## config.mk

```make
export PLATFORM = sky130hd
export DESIGN_NAME = usb_packet_flag_monitor
export DESIGN_NICKNAME = d
export VERILOG_FILES = /design/src/pkg/usb_flag_pkg.sv /design/src/pkg/crc_feed_if.sv /design/src/rtl/usb_packet_flag_monitor.sv /design/src/rtl/line_sync.sv /design/src/rtl/crc_check.sv
export SDC_FILE = /design/constraint.sdc
export NUM_CORES = 1
export LEC_CHECK = 0
export ABC_AREA = 1
export BUFFER_PORTS_ARGS = -buffer_cell sky130_fd_sc_hd__buf_4
export CAP_MARGIN = 20
export CORE_AREA = 5 5 171 140
export DETAILED_ROUTE_END_ITERATION = 8
export DIE_AREA = 0 0 176 145
export MAX_ROUTING_LAYER = met4
export PLACE_DENSITY_LB_ADDON = 0.25
export RECOVER_POWER = 100
export SLEW_MARGIN = 20
export SYNTH_ARGS = -nofsm -noshare
export SYNTH_HDL_FRONTEND = slang
export SYNTH_SLANG_ARGS = --single-unit
```

## constraint.sdc

```tcl
create_clock -name MCLK_I -period 1.6 [get_ports MCLK_I]
set_clock_uncertainty 0.05 [all_clocks]
set_input_delay 0.24 -clock MCLK_I [delete_from_list [all_inputs] [get_ports MCLK_I]]
set_output_delay 0.24 -clock MCLK_I [all_outputs]
set_load 0.02 [all_outputs]
```

## src/pkg/usb_flag_pkg.sv

```systemverilog
// Operation
// (RL1) serial bits 6:4 show differential, minus, plus
// (RL2) bit 3 drives SE0, bit 2 transmit data
// (RL3) bit 1 is active-low transmit enable, resets 1
// (RL4) bit 0 selects direct serial mode, resets 0
// (RL5) non-sticky flags clear when a packet begins
// (RL6) flag 6 on valid addressed token
// (RL7) flags 5,4,3 for SE0, K, J line state
// (RL8) flag 2 on data packet CRC16 failure
// (RL9) flags 1,0 follow receive active and error
// (RL10) sticky flags hold until written with one
// (RL11) non-sticky flags follow later source changes
// (RL12) four masks drive four notify port outputs
// (RL13) writable 11-bit frame count, split fields
// (RL14) capture last packet identifier, reset zero
// (RL15) capture last endpoint with valid bit 4
// (RL16) marked endpoints delivered ORed with 0x10
// (RL17) accept only packets for programmed address
// (RL18) line decoding only while control bit 2 set
// (RL19) reserved bits read zero, ignore writes
package usb_flag_pkg;
  // register offsets
  localparam logic [7:0] OFF_IFM_CONTROL      = 8'h04;
  localparam logic [7:0] OFF_DEVICE_ADDRESS   = 8'h08;
  localparam logic [7:0] OFF_SERIAL_CONTROL   = 8'h18;
  localparam logic [7:0] OFF_SIGNAL_FLAGS     = 8'h1C;
  localparam logic [7:0] OFF_FLAG_STICKINESS  = 8'h20;
  localparam logic [7:0] OFF_NOTIFY_MASKS     = 8'h24;
  localparam logic [7:0] OFF_FRAME_COUNT      = 8'h28;
  localparam logic [7:0] OFF_LAST_PACKET_ID   = 8'h2C;
  localparam logic [7:0] OFF_LAST_ENDPOINT    = 8'h30;
  localparam logic [7:0] OFF_ENDPOINT_MARK    = 8'h34;
  localparam logic [7:0] OFF_OTG_FLAG_MASK    = 8'h38;
  localparam logic [7:0] OFF_POWER_SIGNALLING = 8'h3C;
  // serial control fields and reset value
  localparam int DIRECT_SERIAL_SELECT = 0;
  localparam int TX_ENABLE_LOW_BIT    = 1;
  localparam int TX_SERIAL_DATA_BIT   = 2;
  localparam int TX_SE0_BIT           = 3;
  localparam logic [3:0] SERIAL_RESET = 4'h2;
  // flag positions
  localparam int RECEIVE_ERROR_FLAG   = 0;
  localparam int RX_ACTIVE_FLAG       = 1;
  localparam int CRC16_FAIL_FLAG      = 2;
  localparam int J_STATE_FLAG         = 3;
  localparam int K_STATE_FLAG         = 4;
  localparam int SE0_STATE_FLAG       = 5;
  localparam int TOKEN_RECEIVED_FLAG  = 6;
  localparam logic [6:0] LEVEL_FLAGS  = 7'h3B;
  localparam logic [6:0] LINE_FLAGS   = 7'h38;
  // control fields
  localparam int LINE_DECODER_ENABLE  = 2;
  localparam logic [7:0] CTL_WRITABLE = 8'hF7;
  localparam logic [4:0] EP_MARK_OR   = 5'h10;
  // packet identifiers and line states
  localparam logic [1:0] PID_TOKEN_TYPE = 2'h1;
  localparam logic [1:0] PID_DATA_TYPE  = 2'h3;
  localparam logic [3:0] PID_SOF        = 4'h5;
  localparam logic [1:0] LINE_SE0       = 2'h0;
  localparam logic [1:0] LINE_J         = 2'h1;
  localparam logic [1:0] LINE_K         = 2'h2;
  // reflected crc constants, shifted lsb first
  localparam logic [4:0]  CRC5_INIT     = 5'h1F;
  localparam logic [4:0]  CRC5_POLY     = 5'h14;
  localparam logic [4:0]  CRC5_RESID    = 5'h06;
  localparam logic [15:0] CRC16_INIT    = 16'hFFFF;
  localparam logic [15:0] CRC16_POLY    = 16'hA001;
  localparam logic [15:0] CRC16_RESID   = 16'hB001;
  typedef enum logic [2:0] {
    ST_IDLE, ST_TOK1, ST_TOK2, ST_TCHK, ST_DATA, ST_SKIP
  } parse_type;
endpackage

```

## src/pkg/crc_feed_if.sv

```systemverilog
`timescale 1ns/1ps
interface crc_feed_if;
  logic       clr;
  logic       vld;
  logic [7:0] dat;
  logic       crc5_ok;
  logic       crc16_ok;
  modport feeder  (output clr, vld, dat, input crc5_ok, crc16_ok);
  modport crc_unit (input clr, vld, dat, output crc5_ok, crc16_ok);
endinterface

```

## src/rtl/usb_packet_flag_monitor.sv

```systemverilog
`timescale 1ns/1ps
module usb_packet_flag_monitor
  import usb_flag_pkg::*;
(
  // clock and reset
  input  wire logic        MCLK_I,
  input  wire logic        RST_I,
  // peripheral register port
  input  wire logic [7:0]  REG_ADDR_I,
  input  wire logic        REG_WR_I,
  input  wire logic        REG_RD_I,
  input  wire logic [31:0] REG_WDATA_I,
  output logic      [31:0] REG_RDATA_O,
  // transceiver receive side
  input  wire logic [1:0]  UTMI_LINESTATE_I,
  input  wire logic        UTMI_RXACTIVE_I,
  input  wire logic        UTMI_RXVALID_I,
  input  wire logic        UTMI_RXERROR_I,
  input  wire logic [7:0]  UTMI_DATA_I,
  input  wire logic        UTMI_RXRCV_I,
  input  wire logic        UTMI_RXDP_I,
  input  wire logic        UTMI_RXDM_I,
  // transceiver direct serial control
  output logic             TX_SINGLE_ENDED_ZERO_O,
  output logic             TX_SERIAL_DATA_O,
  output logic             TX_ENABLE_N_O,
  output logic             DIRECT_SERIAL_SELECT_O,
  // notification ports
  output logic             NOTIFY_PORT_A_O,
  output logic             NOTIFY_PORT_B_O,
  output logic             NOTIFY_PORT_C_O,
  output logic             NOTIFY_PORT_D_O,
  // receive endpoint port
  output logic      [4:0]  RX_ENDPOINT_O,
  output logic             RX_ENDPOINT_VLD_O,
  // power signalling
  output logic             POWER_SIGNAL_VALID_O,
  output logic      [7:0]  POWER_SIGNAL_VALUE_O
);
  typedef struct packed {
    logic [3:0]  ser;
    logic [7:0]  ctl;
    logic [6:0]  addr;
    logic [6:0]  flags;
    logic [6:0]  sticky;
    logic [31:0] masks;
    logic [10:0] sof;
    logic [3:0]  pid;
    logic [3:0]  ep;
    logic        ep_v;
    logic [15:0] mark;
    logic [31:0] otgm;
    logic [8:0]  pwr;
    parse_type   st;
    logic [7:0]  tok1;
    logic [7:0]  tok2;
    logic        tok_sof;
    logic        act_d;
    logic [3:0]  notify;
    logic [4:0]  rx_ep;
    logic        rx_vld;
    logic [31:0] rdata;
  } state_type;

  state_type   q;
  state_type   d;
  logic [15:0] sy;
  logic [1:0]  ls;
  logic        act;
  logic        vld;
  logic        err;
  logic [7:0]  dat;
  logic [2:0]  rx_lines;
  logic        start;
  logic        stop;
  logic        bvld;
  logic [6:0]  wclr;
  logic [6:0]  lvl;
  logic [6:0]  en;
  logic [6:0]  ev;
  logic [6:0]  upd;
  logic [6:0]  f;
  logic [3:0]  ep_new;
  logic [31:0] rd_val;

  crc_feed_if crc_if ();

  // all transceiver inputs cross into the system clock here; data and
  // strobe share one pipeline so they stay aligned to each other
  line_sync #(
    .WIDTH (16)
  ) u_sync (
    .clk_i (MCLK_I),
    .rst_i (RST_I),
    .d_i   ({UTMI_LINESTATE_I, UTMI_RXACTIVE_I, UTMI_RXVALID_I,
             UTMI_RXERROR_I, UTMI_DATA_I, UTMI_RXRCV_I,
             UTMI_RXDM_I, UTMI_RXDP_I}),
    .q_o   (sy)
  );

  crc_check u_crc (
    .clk_i (MCLK_I),
    .rst_i (RST_I),
    .feed  (crc_if.crc_unit)
  );

  // unpack the synchronised bundle
  assign ls       = sy[15:14];
  assign act      = sy[13];
  assign vld      = sy[12];
  assign err      = sy[11];
  assign dat      = sy[10:3];
  assign rx_lines = sy[2:0];
  assign start    = act & ~q.act_d;
  assign stop     = ~act & q.act_d;
  assign bvld     = act & vld;
  assign ep_new   = {q.tok2[2:0], q.tok1[7]};

  // the identifier byte is not part of either checksum
  assign crc_if.clr = start;
  assign crc_if.vld = bvld & (q.st != ST_IDLE);
  assign crc_if.dat = dat;

  function automatic logic hit(input logic [7:0] off);
    return REG_WR_I && (REG_ADDR_I == off);
  endfunction

  // line state decode; bits 5:3 only set or follow the line while the decoder is enabled
  always_comb
  begin
    lvl = '0;
    lvl[SE0_STATE_FLAG]     = (ls == LINE_SE0); // see (RL7)
    lvl[K_STATE_FLAG]       = (ls == LINE_K);
    lvl[J_STATE_FLAG]       = (ls == LINE_J);
    lvl[RX_ACTIVE_FLAG]     = act; // see (RL9)
    lvl[RECEIVE_ERROR_FLAG] = err;
    en = LEVEL_FLAGS;
    if (!q.ctl[LINE_DECODER_ENABLE])
      en = LEVEL_FLAGS & ~LINE_FLAGS; // see (RL18)
  end

  // register read view; unused and reserved bits are zero
  always_comb
  begin
    rd_val = '0;
    unique case (REG_ADDR_I)
      OFF_IFM_CONTROL:      rd_val[7:0]  = q.ctl;
      OFF_DEVICE_ADDRESS:   rd_val[6:0]  = q.addr;
      OFF_SERIAL_CONTROL:   rd_val[6:0]  = {rx_lines, q.ser}; // see (RL1)
      OFF_SIGNAL_FLAGS:     rd_val[6:0]  = q.flags;
      OFF_FLAG_STICKINESS:  rd_val[6:0]  = q.sticky;
      OFF_NOTIFY_MASKS:     rd_val       = q.masks;
      OFF_FRAME_COUNT:      rd_val[10:0] = q.sof; // see (RL13)
      OFF_LAST_PACKET_ID:   rd_val[3:0]  = q.pid;
      OFF_LAST_ENDPOINT:    rd_val[4:0]  = {q.ep_v, q.ep}; // see (RL15)
      OFF_ENDPOINT_MARK:    rd_val[15:0] = q.mark;
      OFF_OTG_FLAG_MASK:    rd_val       = q.otgm;
      OFF_POWER_SIGNALLING: rd_val[8:0]  = q.pwr;
      default:              rd_val       = '0; // see (RL19)
    endcase
  end

  // next state: registers, packet parse, flags, outputs
  always_comb
  begin
    d = q;
    ev = '0;
    d.act_d = act;
    d.rx_vld = 1'b0;
    wclr = hit(OFF_SIGNAL_FLAGS) ? REG_WDATA_I[6:0] : 7'h00;
    // software writes; reserved bits never land
    if (hit(OFF_IFM_CONTROL))
      d.ctl = REG_WDATA_I[7:0] & CTL_WRITABLE; // see (RL19)
    if (hit(OFF_DEVICE_ADDRESS))
      d.addr = REG_WDATA_I[6:0];
    if (hit(OFF_SERIAL_CONTROL))
      d.ser = REG_WDATA_I[3:0]; // see (RL2) see (RL3) see (RL4)
    if (hit(OFF_FLAG_STICKINESS))
      d.sticky = REG_WDATA_I[6:0];
    if (hit(OFF_NOTIFY_MASKS))
      d.masks = REG_WDATA_I;
    if (hit(OFF_ENDPOINT_MARK))
      d.mark = REG_WDATA_I[15:0];
    if (hit(OFF_OTG_FLAG_MASK))
      d.otgm = REG_WDATA_I;
    if (hit(OFF_POWER_SIGNALLING))
      d.pwr = REG_WDATA_I[8:0];
    // packet parser; a byte arriving outside a packet is ignored
    unique case (q.st)
      ST_IDLE:
      begin
        if (bvld)
        begin
          d.pid = dat[3:0]; // see (RL14)
          d.tok_sof = (dat[3:0] == PID_SOF);
          if (dat[7:4] != ~dat[3:0])
            d.st = ST_SKIP;
          else if (dat[1:0] == PID_TOKEN_TYPE)
            d.st = ST_TOK1;
          else if (dat[1:0] == PID_DATA_TYPE)
            d.st = ST_DATA;
          else
            d.st = ST_SKIP;
        end
      end
      ST_TOK1:
      begin
        if (bvld)
        begin
          d.tok1 = dat;
          d.st = ST_TOK2;
        end
      end
      ST_TOK2:
      begin
        if (bvld)
        begin
          d.tok2 = dat;
          d.st = ST_TCHK;
        end
      end
      ST_TCHK:
      begin
        // a token longer than three bytes is not a token
        if (bvld)
          d.st = ST_SKIP;
        else if (stop && crc_if.crc5_ok)
        begin
          if (q.tok_sof)
            d.sof = {q.tok2[2:0], q.tok1}; // see (RL13)
          else if (q.tok1[6:0] == q.addr) // see (RL17)
          begin
            ev[TOKEN_RECEIVED_FLAG] = 1'b1; // see (RL6)
            d.ep = ep_new; // see (RL15)
            d.ep_v = 1'b1;
            d.rx_ep = {1'b0, ep_new} | (q.mark[ep_new] ? EP_MARK_OR : 5'h00); // see (RL16)
            d.rx_vld = 1'b1;
          end
        end
      end
      ST_DATA:
      begin
        if (stop && !crc_if.crc16_ok)
          ev[CRC16_FAIL_FLAG] = 1'b1; // see (RL8)
      end
      ST_SKIP:
      begin
        d.st = ST_SKIP;
      end
    endcase
    if (stop)
      d.st = ST_IDLE;
    // software count write wins over a frame token in the same cycle
    if (hit(OFF_FRAME_COUNT))
      d.sof = REG_WDATA_I[10:0];
    // flag update: packet start clears non-sticky, write one clears,
    // then events set so a set in the clear cycle is never lost
    f = q.flags;
    if (start)
      f = f & q.sticky; // see (RL5)
    f = f & ~wclr; // see (RL10)
    f = f | ev | (lvl & en);
    upd = ~q.sticky & en;
    f = (f & ~upd) | (lvl & upd); // see (RL11)
    d.flags = f;
    // each port ors the flags its mask selects
    for (int k = 0; k < 4; k++)
      d.notify[k] = |(q.flags & q.masks[8*k +: 7]); // see (RL12)
    if (REG_RD_I)
      d.rdata = rd_val;
  end

  always_ff @(posedge MCLK_I)
  begin
    if (RST_I)
    begin
      q <= '0;
      q.ser <= SERIAL_RESET; // see (RL3)
    end
    else
      q <= d;
  end

  // every output straight from the state register
  assign REG_RDATA_O            = q.rdata;
  assign TX_SINGLE_ENDED_ZERO_O = q.ser[TX_SE0_BIT];
  assign TX_SERIAL_DATA_O       = q.ser[TX_SERIAL_DATA_BIT];
  assign TX_ENABLE_N_O          = q.ser[TX_ENABLE_LOW_BIT];
  assign DIRECT_SERIAL_SELECT_O = q.ser[DIRECT_SERIAL_SELECT];
  assign NOTIFY_PORT_A_O        = q.notify[0];
  assign NOTIFY_PORT_B_O        = q.notify[1];
  assign NOTIFY_PORT_C_O        = q.notify[2];
  assign NOTIFY_PORT_D_O        = q.notify[3];
  assign RX_ENDPOINT_O          = q.rx_ep;
  assign RX_ENDPOINT_VLD_O      = q.rx_vld;
  assign POWER_SIGNAL_VALID_O   = q.pwr[8];
  assign POWER_SIGNAL_VALUE_O   = q.pwr[7:0];
endmodule // usb_packet_flag_monitor

```

## src/rtl/line_sync.sv

```systemverilog
`timescale 1ns/1ps
module line_sync #(
  parameter int WIDTH = 16
) (
  input  wire logic             clk_i,
  input  wire logic             rst_i,
  input  wire logic [WIDTH-1:0] d_i,
  output logic      [WIDTH-1:0] q_o
);
  typedef struct packed {
    logic [WIDTH-1:0] s2;
    logic [WIDTH-1:0] s1;
  } sync_type;
  sync_type q, d;
  // only the second stage is visible outside
  always_comb
  begin
    d.s1 = d_i;
    d.s2 = q.s1;
  end
  always_ff @(posedge clk_i)
  begin
    if (rst_i)
      q <= '0;
    else
      q <= d;
  end
  assign q_o = q.s2;
endmodule // line_sync

```

## src/rtl/crc_check.sv

```systemverilog
`timescale 1ns/1ps
module crc_check
  import usb_flag_pkg::*;
(
  input  wire logic clk_i,
  input  wire logic rst_i,
  crc_feed_if.crc_unit feed
);
  typedef struct packed {
    logic [4:0]  c5;
    logic [15:0] c16;
  } crc_type;
  crc_type q, d;
  function automatic logic [4:0] crc5_byte(input logic [4:0] c, input logic [7:0] b);
    logic [4:0] r;
    r = c;
    for (int i = 0; i < 8; i++)
      r = (r[0] ^ b[i]) ? ((r >> 1) ^ CRC5_POLY) : (r >> 1);
    return r;
  endfunction
  function automatic logic [15:0] crc16_byte(input logic [15:0] c, input logic [7:0] b);
    logic [15:0] r;
    r = c;
    for (int i = 0; i < 8; i++)
      r = (r[0] ^ b[i]) ? ((r >> 1) ^ CRC16_POLY) : (r >> 1);
    return r;
  endfunction
  // both sums run on every byte; the parser picks the one that fits
  always_comb
  begin
    d = q;
    if (feed.clr)
    begin
      d.c5  = CRC5_INIT;
      d.c16 = CRC16_INIT;
    end
    else if (feed.vld)
    begin
      d.c5  = crc5_byte(q.c5, feed.dat);
      d.c16 = crc16_byte(q.c16, feed.dat);
    end
  end
  always_ff @(posedge clk_i)
  begin
    if (rst_i)
    begin
      q.c5  <= CRC5_INIT;
      q.c16 <= CRC16_INIT;
    end
    else
      q <= d;
  end
  assign feed.crc5_ok  = (q.c5 == CRC5_RESID);
  assign feed.crc16_ok = (q.c16 == CRC16_RESID);
endmodule // crc_check

```

==> After elaboration in Yosys (flattened, before gate mapping) <==
Cells that the tools add are included.
{ "classes": {"reduce_logical": 33, "n_mux": 51, "n_eq_ne": 31, "n_bitwise": 60, "magnitude_cmp": 1} }
{ "ops": {"columns": ["cell", "n"], "rows": [
  ["$mux W16", 8],
  ["$mux W11", 6],
  ["$eq A8 B6 Y1 const B", 8],
  ["$and A7 B7 Y7", 7],
  ["$pmux W4 S12", 1],
  ["$mux W5", 9],
  ["$pmux W16 S2", 1],
  ["$reduce_or A7 Y1", 4],
  ["$not A2 Y3", 8],
  ["$not A7 Y7", 3],
  ["$pmux W2 S10", 1],
  ["$eq A16 B16 Y1 const B", 1],
  ["$eq A8 B5 Y1 const B", 2],
  ["$not A1 Y2", 8],
  ["$xor A1 B1 Y1", 16],
  ["$mux W3", 5],
  ["$pmux W3 S5", 1],
  ["$pmux W5 S3", 1],
  ["$mux W7", 2],
  ["$or A7 B7 Y7", 2],
  ["$logic_and A1 B1 Y1", 12],
  ["$pmux W1 S11", 1],
  ["$mux W1", 10],
  ["$reduce_and A5 Y1", 2],
  ["other kinds (37)", 57]
]} }
{ "word_totals": {"out_inout_bits": 55, "input_bits": 60, "register_bits": 252} }

==> Logic depth before layout (Yosys ltp) <==
{ "logic_depth": {"word_depth": 16, "mapped_depth": 18} }

==> Modules after synthesis <==
Synthesis repeated with hierarchy kept, for this count alone.
{ "unflattened": {"hier_cells": 1534, "area_unflattened_um2": 11367.2} }
{ "modules_own_cells": {"columns": ["mod", "seq_area_each_um2", "cells_each", "area_per_inst_um2", "n_inst"], "rows": [
  ["usb_packet_flag_monitor", 3903.7, 1235, 9176.3, 1],
  ["crc_check", 420.4, 200, 1276.2, 1],
  ["line_sync", 640.6, 99, 914.6, 1]
]} }

==> Worst setup path before layout <==
OpenSTA, ideal clock, no wires.
{ "synth_timing": {"kind": "input port to flip-flop", "start": "input REG_ADDR_I[1]", "end": "register q[141] in the netlist's numbering", "n_path_buf": 2, "arrival_time_ns": 1.406, "slack_ns": 0.025, "cell_stages": 10, "setup_time_ns": 0.119, "path_cell_list": "nor2_1 -> inv_1 -> nor3_4 -> nand2_1 -> buf_2 -> clkinv_2 -> nand2_2 -> buf_2 -> o21ai_1 -> a21oi_1"} }
{ "synth_via": {"elab_chain_len": 2} }
{ "synth_rtl": {"columns": ["element", "line_no", "source"], "rows": [
  ["start, declared", "usb_packet_flag_monitor.sv:9", "input wire logic [7:0] REG_ADDR_I,"],
  ["$eq A8 B6 Y1", "usb_packet_flag_monitor.sv:125", "return REG_WR_I && (REG_ADDR_I == off);"],
  ["$logic_and A1 B1 Y1", "usb_packet_flag_monitor.sv:125", null],
  ["end, declared", "usb_packet_flag_monitor.sv:65", "state_type q;"]
]} }
No other way between the ends.
A chain may end at the register's enable or synchronous reset.

==> Worst setup path after layout <==
{ "layout_timing": {"start": "register u_sync.q, in the netlist u_sync.q_o[7]", "end": "register u_crc.q[0] in the netlist's numbering"} }
{ "layout_via": {"elab_chain_len": 8} }
{ "layout_rtl": {"columns": ["element", "line_no", "source"], "rows": [
  ["start, declared", "line_sync.sv:14", "sync_type q, d;"],
  ["start signal, assigned", "line_sync.sv:24", "q <= '0;"],
  ["start signal, assigned", "line_sync.sv:26", "q <= d;"],
  ["$xor A1 B1 Y1", "crc_check.sv:25", "r = (r[0] ^ b[i]) ? ((r >> 1) ^ CRC16_POLY) : (r >> 1);"],
  ["$mux W16", "crc_check.sv:25", null],
  ["$xor A1 B1 Y1", "crc_check.sv:25", null],
  ["$mux W16", "crc_check.sv:25", null],
  ["$xor A1 B1 Y1", "crc_check.sv:25", null],
  ["$mux W16", "crc_check.sv:25", null],
  ["$xor A1 B1 Y1", "crc_check.sv:25", null],
  ["$mux W16", "crc_check.sv:25", null],
  ["end, declared", "crc_check.sv:13", "crc_type q, d;"]
]} }
No other way between the ends.

==> results.tsv <==
stage	metric	value	unit
power_and_ir_drop	combinational share of power	7.2	%
worst_hold_path	end of the worst hold path	q[142]$_SDFFE_PP0P_	
drt	detail-routed net length per standard cell	18.2	um
critical_path	startpoint kind of the worst setup timing path	register	
sta	Max-Slew Margin vs Limit	43.7	%
die	Total Die Area	25500	um^2
worst_hold_path	type of the worst min-delay path	input pin to register	
synth	area share of the leading cell type in the synthesized netlist	46.0	%
power_and_ir_drop	Max IR drop VDD	0.858	mV
clocking	clock-pin transition on the worst setup and hold timing paths	0.06	ns
clocking	clk_lat worst skew	0.52	ns
global_route	fraction of met1 tracks used by global routing	40.5	%
sta	max-slew violation count	0	
run	max-cap viol count	0	
synth	Avg Cell Area, Syn	7.51	um^2
sta	peak clock frequency supported by timing	0.622	GHz
worst_hold_path	number of cells on the worst hold path	3	
cells_and_area	fraction of layout instances using a drive strength above 1	20.1	%
synth	Post-Syn Nets	1495	
global_route	global route total overflow	0	
clocking	clock tree from TritonCTS	yes	
drt	detailed-route via count	10500	
place	dpl cells	1833	
synth	flip-flop and latch count after synthesis	248	
die	starting utilization of the core area	48.9	%
sta	unrepaired setup endpoints after global routing	yes	
drt	Initial DRT Pass Iterations	7	
power_and_ir_drop	power spent charging and discharging nets	3060	uW
critical_path	Crit path arrival time	1.98	ns
synth	sequential-to-total area share from yosys stat	46.0	%
global_route	busiest metal layer after global routing	met1	
global_route	maximum number of pins on one net before global-route repair	60	
global_route	global-route track usage on met2	37.9	%
die	area of the core	22100	um^2
cells_and_area	number of nets in the layout	1690	
critical_path	largest fanout on the critical path	4	
clocking	Root Buffer Master	sky130_fd_sc_hd__clkbuf_16	
run_status	run status	finished, violations left	
sta	number of hold violations in the final report	0	
drt	number of violations reported at the end of detailed-routing iteration 0	1118	
cells_and_area	Syn-to-layout area delta	27.9	%
power_and_ir_drop	internal power	10200	uW
global_route	antenna violations before repair	1	
power_and_ir_drop	leakage power figure	0.00552	uW
sta	period utilisation layout	101	%
sta	final-layout worst hold slack	0.0567	ns
drt	number of nets still failing antenna checks after routing	0	
critical_path	element type at the critical path end	register	
worst_hold_path	beginning of the worst hold path	REG_WDATA_I[2]	
critical_path	register-to-register setup slack	-0.009	ns
clocking	clock sink count	248	
clocking	clock buffers created by TritonCTS	26	
critical_path	required time of the worst setup path	1.97	ns
synth	top cell type by total area after synthesis	sky130_fd_sc_hd__dfxtp_1	
die	cell row count	49	
synth	count of mapped cells out of synthesis	1435	
place	sum of net half-perimeters after detailed placement	25400	um
synth	Synthesis Warnings	0	
die	x dimension of the die	176	um
drt	Post-route DRC	0	
global_route	met3 track utilization from global routing	6.06	%
power_and_ir_drop	share of total power in the clock network	45.3	%
power_and_ir_drop	sequential share of power	47.5	%
critical_path	R2R Path End	u_crc.q[0]$_SDFFE_PP1P_	
sta	time the worst path needs with I/O delays and setup	1.61	ns
global_route	via count of the first global-routing pass	9894	
die	Ports	115	
clocking	# H-tree levels	1	
critical_path	depth of the most critical reg-to-reg path	16	
synth	number of distinct library cells after synthesis	41	
drt	vias per cell	5.45	
sta	setup ws final	-0.00853	ns
cells_and_area	Finished Layout Cells	1932	
power_and_ir_drop	switching part of the total power	23.1	%
clocking	buffer levels on the longest clock path	3	
die	die height	145	um
drt	final wirelength	35200	um
place	number of input and output port buffers inserted	114	
synth	leading cell types by total area after synthesis	sky130_fd_sc_hd__dfxtp_1, sky130_fd_sc_hd__a21oi_1, sky130_fd_sc_hd__inv_1	
critical_path	critical path class	register to register	
power_and_ir_drop	Pwr per Cell Area	959	nW/um^2
place	global placer's final weighted congestion	0.939	
run_status	failing checks	negative setup slack	
critical_path	start of the worst register-to-register path	u_sync.q_o[7]$_SDFF_PP0_	
global_route	global-route wire length before repair	54400	um
sta	final setup violation count	2	
sta	Worst-Margin Slew	0.845	ns
synth	synthesized cell area	10800	um^2
global_route	Total GRT Usage	27.2	%
[through the flow]
step,cell area [um^2],setup TNS (ns),total power (uW),util [%],setup WS [ns]
after floorplan,10800,0,6840,-,0.0250
after global placement,12400,-15.66,7220,56.1,-0.443
after detailed placement,12400,-18.40,7230,56.1,-0.377
after CTS,13800,0,13200,62.3,0.000316
after global routing,13800,-1.27,13600,62.5,-0.136
final,13800,-0.0152,13200,62.5,-0.00853
[cells in the mapped netlist]
library cell and number:
sky130_fd_sc_hd__a221oi_1 7, sky130_fd_sc_hd__nand3_1 47, sky130_fd_sc_hd__nor4_1 4, sky130_fd_sc_hd__clkbuf_2 1
sky130_fd_sc_hd__inv_1 217, sky130_fd_sc_hd__clkbuf_1 50, sky130_fd_sc_hd__or2_2 1, sky130_fd_sc_hd__nor2_1 98
sky130_fd_sc_hd__nor3_4 2, sky130_fd_sc_hd__nand2_2 2, sky130_fd_sc_hd__clkinv_1 1, sky130_fd_sc_hd__o211ai_1 15
sky130_fd_sc_hd__nor3_2 2, sky130_fd_sc_hd__xnor2_1 17, sky130_fd_sc_hd__a41oi_1 4, sky130_fd_sc_hd__clkinv_2 1
sky130_fd_sc_hd__buf_4 45, sky130_fd_sc_hd__a211oi_1 3, sky130_fd_sc_hd__and3_1 1, sky130_fd_sc_hd__o21ai_1 35
sky130_fd_sc_hd__o22ai_1 25, sky130_fd_sc_hd__nand2_4 1, sky130_fd_sc_hd__nand4_1 11, sky130_fd_sc_hd__and2_1 1
sky130_fd_sc_hd__nor2_4 2, sky130_fd_sc_hd__o2111ai_1 2, sky130_fd_sc_hd__buf_1 3, sky130_fd_sc_hd__a31o_2 1
sky130_fd_sc_hd__o2bb2ai_1 3, sky130_fd_sc_hd__nor2_2 2, sky130_fd_sc_hd__inv_2 5, sky130_fd_sc_hd__dfxtp_1 248
sky130_fd_sc_hd__a31oi_1 5, sky130_fd_sc_hd__xor2_1 13, sky130_fd_sc_hd__o21ai_0 153, sky130_fd_sc_hd__nand2_1 165
sky130_fd_sc_hd__buf_2 18, sky130_fd_sc_hd__a21oi_1 191, sky130_fd_sc_hd__o221ai_1 26, sky130_fd_sc_hd__nor3_1 6
sky130_fd_sc_hd__o41ai_1 1
[worst max-delay path, cell delays in order (launching register included)]
cell and delay [ns]:
sky130_fd_sc_hd__dfxtp_4 0.37, sky130_fd_sc_hd__inv_2 0.06, sky130_fd_sc_hd__nand2_1 0.07, sky130_fd_sc_hd__nand2_2 0.11
sky130_fd_sc_hd__nand2_1 0.07, sky130_fd_sc_hd__nand2_1 0.09, sky130_fd_sc_hd__nand2_2 0.07, sky130_fd_sc_hd__nand2_2 0.06
sky130_fd_sc_hd__nand2_2 0.06, sky130_fd_sc_hd__nand2_2 0.06, sky130_fd_sc_hd__nand2_2 0.06, sky130_fd_sc_hd__nand2_2 0.09
sky130_fd_sc_hd__nand2_2 0.06, sky130_fd_sc_hd__nand2_2 0.07, sky130_fd_sc_hd__nand2_1 0.05, sky130_fd_sc_hd__nand3_1 0.06
sky130_fd_sc_hd__nand2_1 0.05
[layout make-up]
type,instances,area [um^2]
diodes,3,7.51
clock buffers,42,792
clock inverters,5,53.8
fillers,2040,8280
inverters,224,853
multi-input cells,846,4670
flip-flops and latches,248,5000
well taps,280,350
repair buffers,284,2060
[flip-flops by register name, indices dropped and copies added, names as in the netlist, 2 cells and up]
signal                flops
u_sync.d                 16
u_crc.q                  21
u_sync.q_o               16
ep_new                    4
REG_RDATA_O              32
POWER_SIGNAL_VALUE_O      8
q                       139
RX_ENDPOINT_O             2
[cells by family (layout without fill, tap and decap cells)]
kind of cell	Yosys count	count (layout)	share of synthesized area (%)
AOI/OAI and AO/OA	471	471	24.2
xor gates and xnor gates	30	30	2.44
buffers and inverters	341	555	13.7
DFF	248	248	46.0
other	0	3	0
and+or+nand+nor	345	345	13.7
[cells in the final DEF, fill, tap and decap left out, drive strengths merged]
cell type and instances:
dfxtp 248, o22ai 25, and3 1, a211oi 3
nand3 47, xnor2 17, nor4 4, o41ai 1
a41oi 4, bufinv 1, xor2 13, clkbuf 113
nand2 168, nor3 10, a31o 1, dlygate4sd3 42
diode 3, inv 221, buf 171, a221oi 7
a21oi 191, nor2 102, o21ai 188, o2111ai 2
a31oi 5, and2 1, or2 1, o221ai 26
o2bb2ai 3, o211ai 15, clkinv 7, nand4 11
[worst max path at each step]
| stage | start | end | slack (ns) | cells after the start |
|---|---|---|---|---|
| 4_1_cts | u_sync.q_o[4]$_SDFF_PP0_ | u_crc.q[17]$_SDFFE_PP1P_ | 0.0003 | 7 |
| 2_1_floorplan | REG_ADDR_I[1] | q[141]$_SDFFE_PP0P_ | 0.02 | 10 |
| 6_report | u_sync.q_o[7]$_SDFF_PP0_ | u_crc.q[0]$_SDFFE_PP1P_ | -0.009 | 16 |
| 3_3_place_gp | REG_ADDR_I[4] | REG_RDATA_O[7]$_SDFFE_PP0P_ | -0.44 | 8 |
| 3_5_place_dp | REG_ADDR_I[4] | REG_RDATA_O[7]$_SDFFE_PP0P_ | -0.38 | 8 |
| 5_1_grt | u_sync.q_o[7]$_SDFF_PP0_ | u_crc.q[0]$_SDFFE_PP1P_ | -0.14 | 16 |
[per-layer routing]
layer / wire, um / vias up
met5: 0 / -
met4: 715 / 0
met3: 3180 / 65
met2: 14700 / 452
met1: 16600 / 4912
li1: - / 5106
[power by group through the flow]
stage / clock (uW) / combinational, uW / sequential [uW]
2_1_floorplan: 0 / 432 / 6410
3_3_place_gp: 0 / 801 / 6420
3_5_place_dp: 0 / 806 / 6420
4_1_cts: 6040 / 904 / 6290
5_1_grt: 6320 / 1030 / 6290
6_report: 5990 / 951 / 6280
[what timing repair did]
action	4_1_cts	5_1_grt
endpoints found under the hold margin	68	0
resized for setup	34	87
cloned	0	1
buffers inserted	1	5
hold buffers	42	0
pin swaps	3	24
endpoints found under the setup margin	24	33
Note: power is estimated with default switching activity, not from simulation.
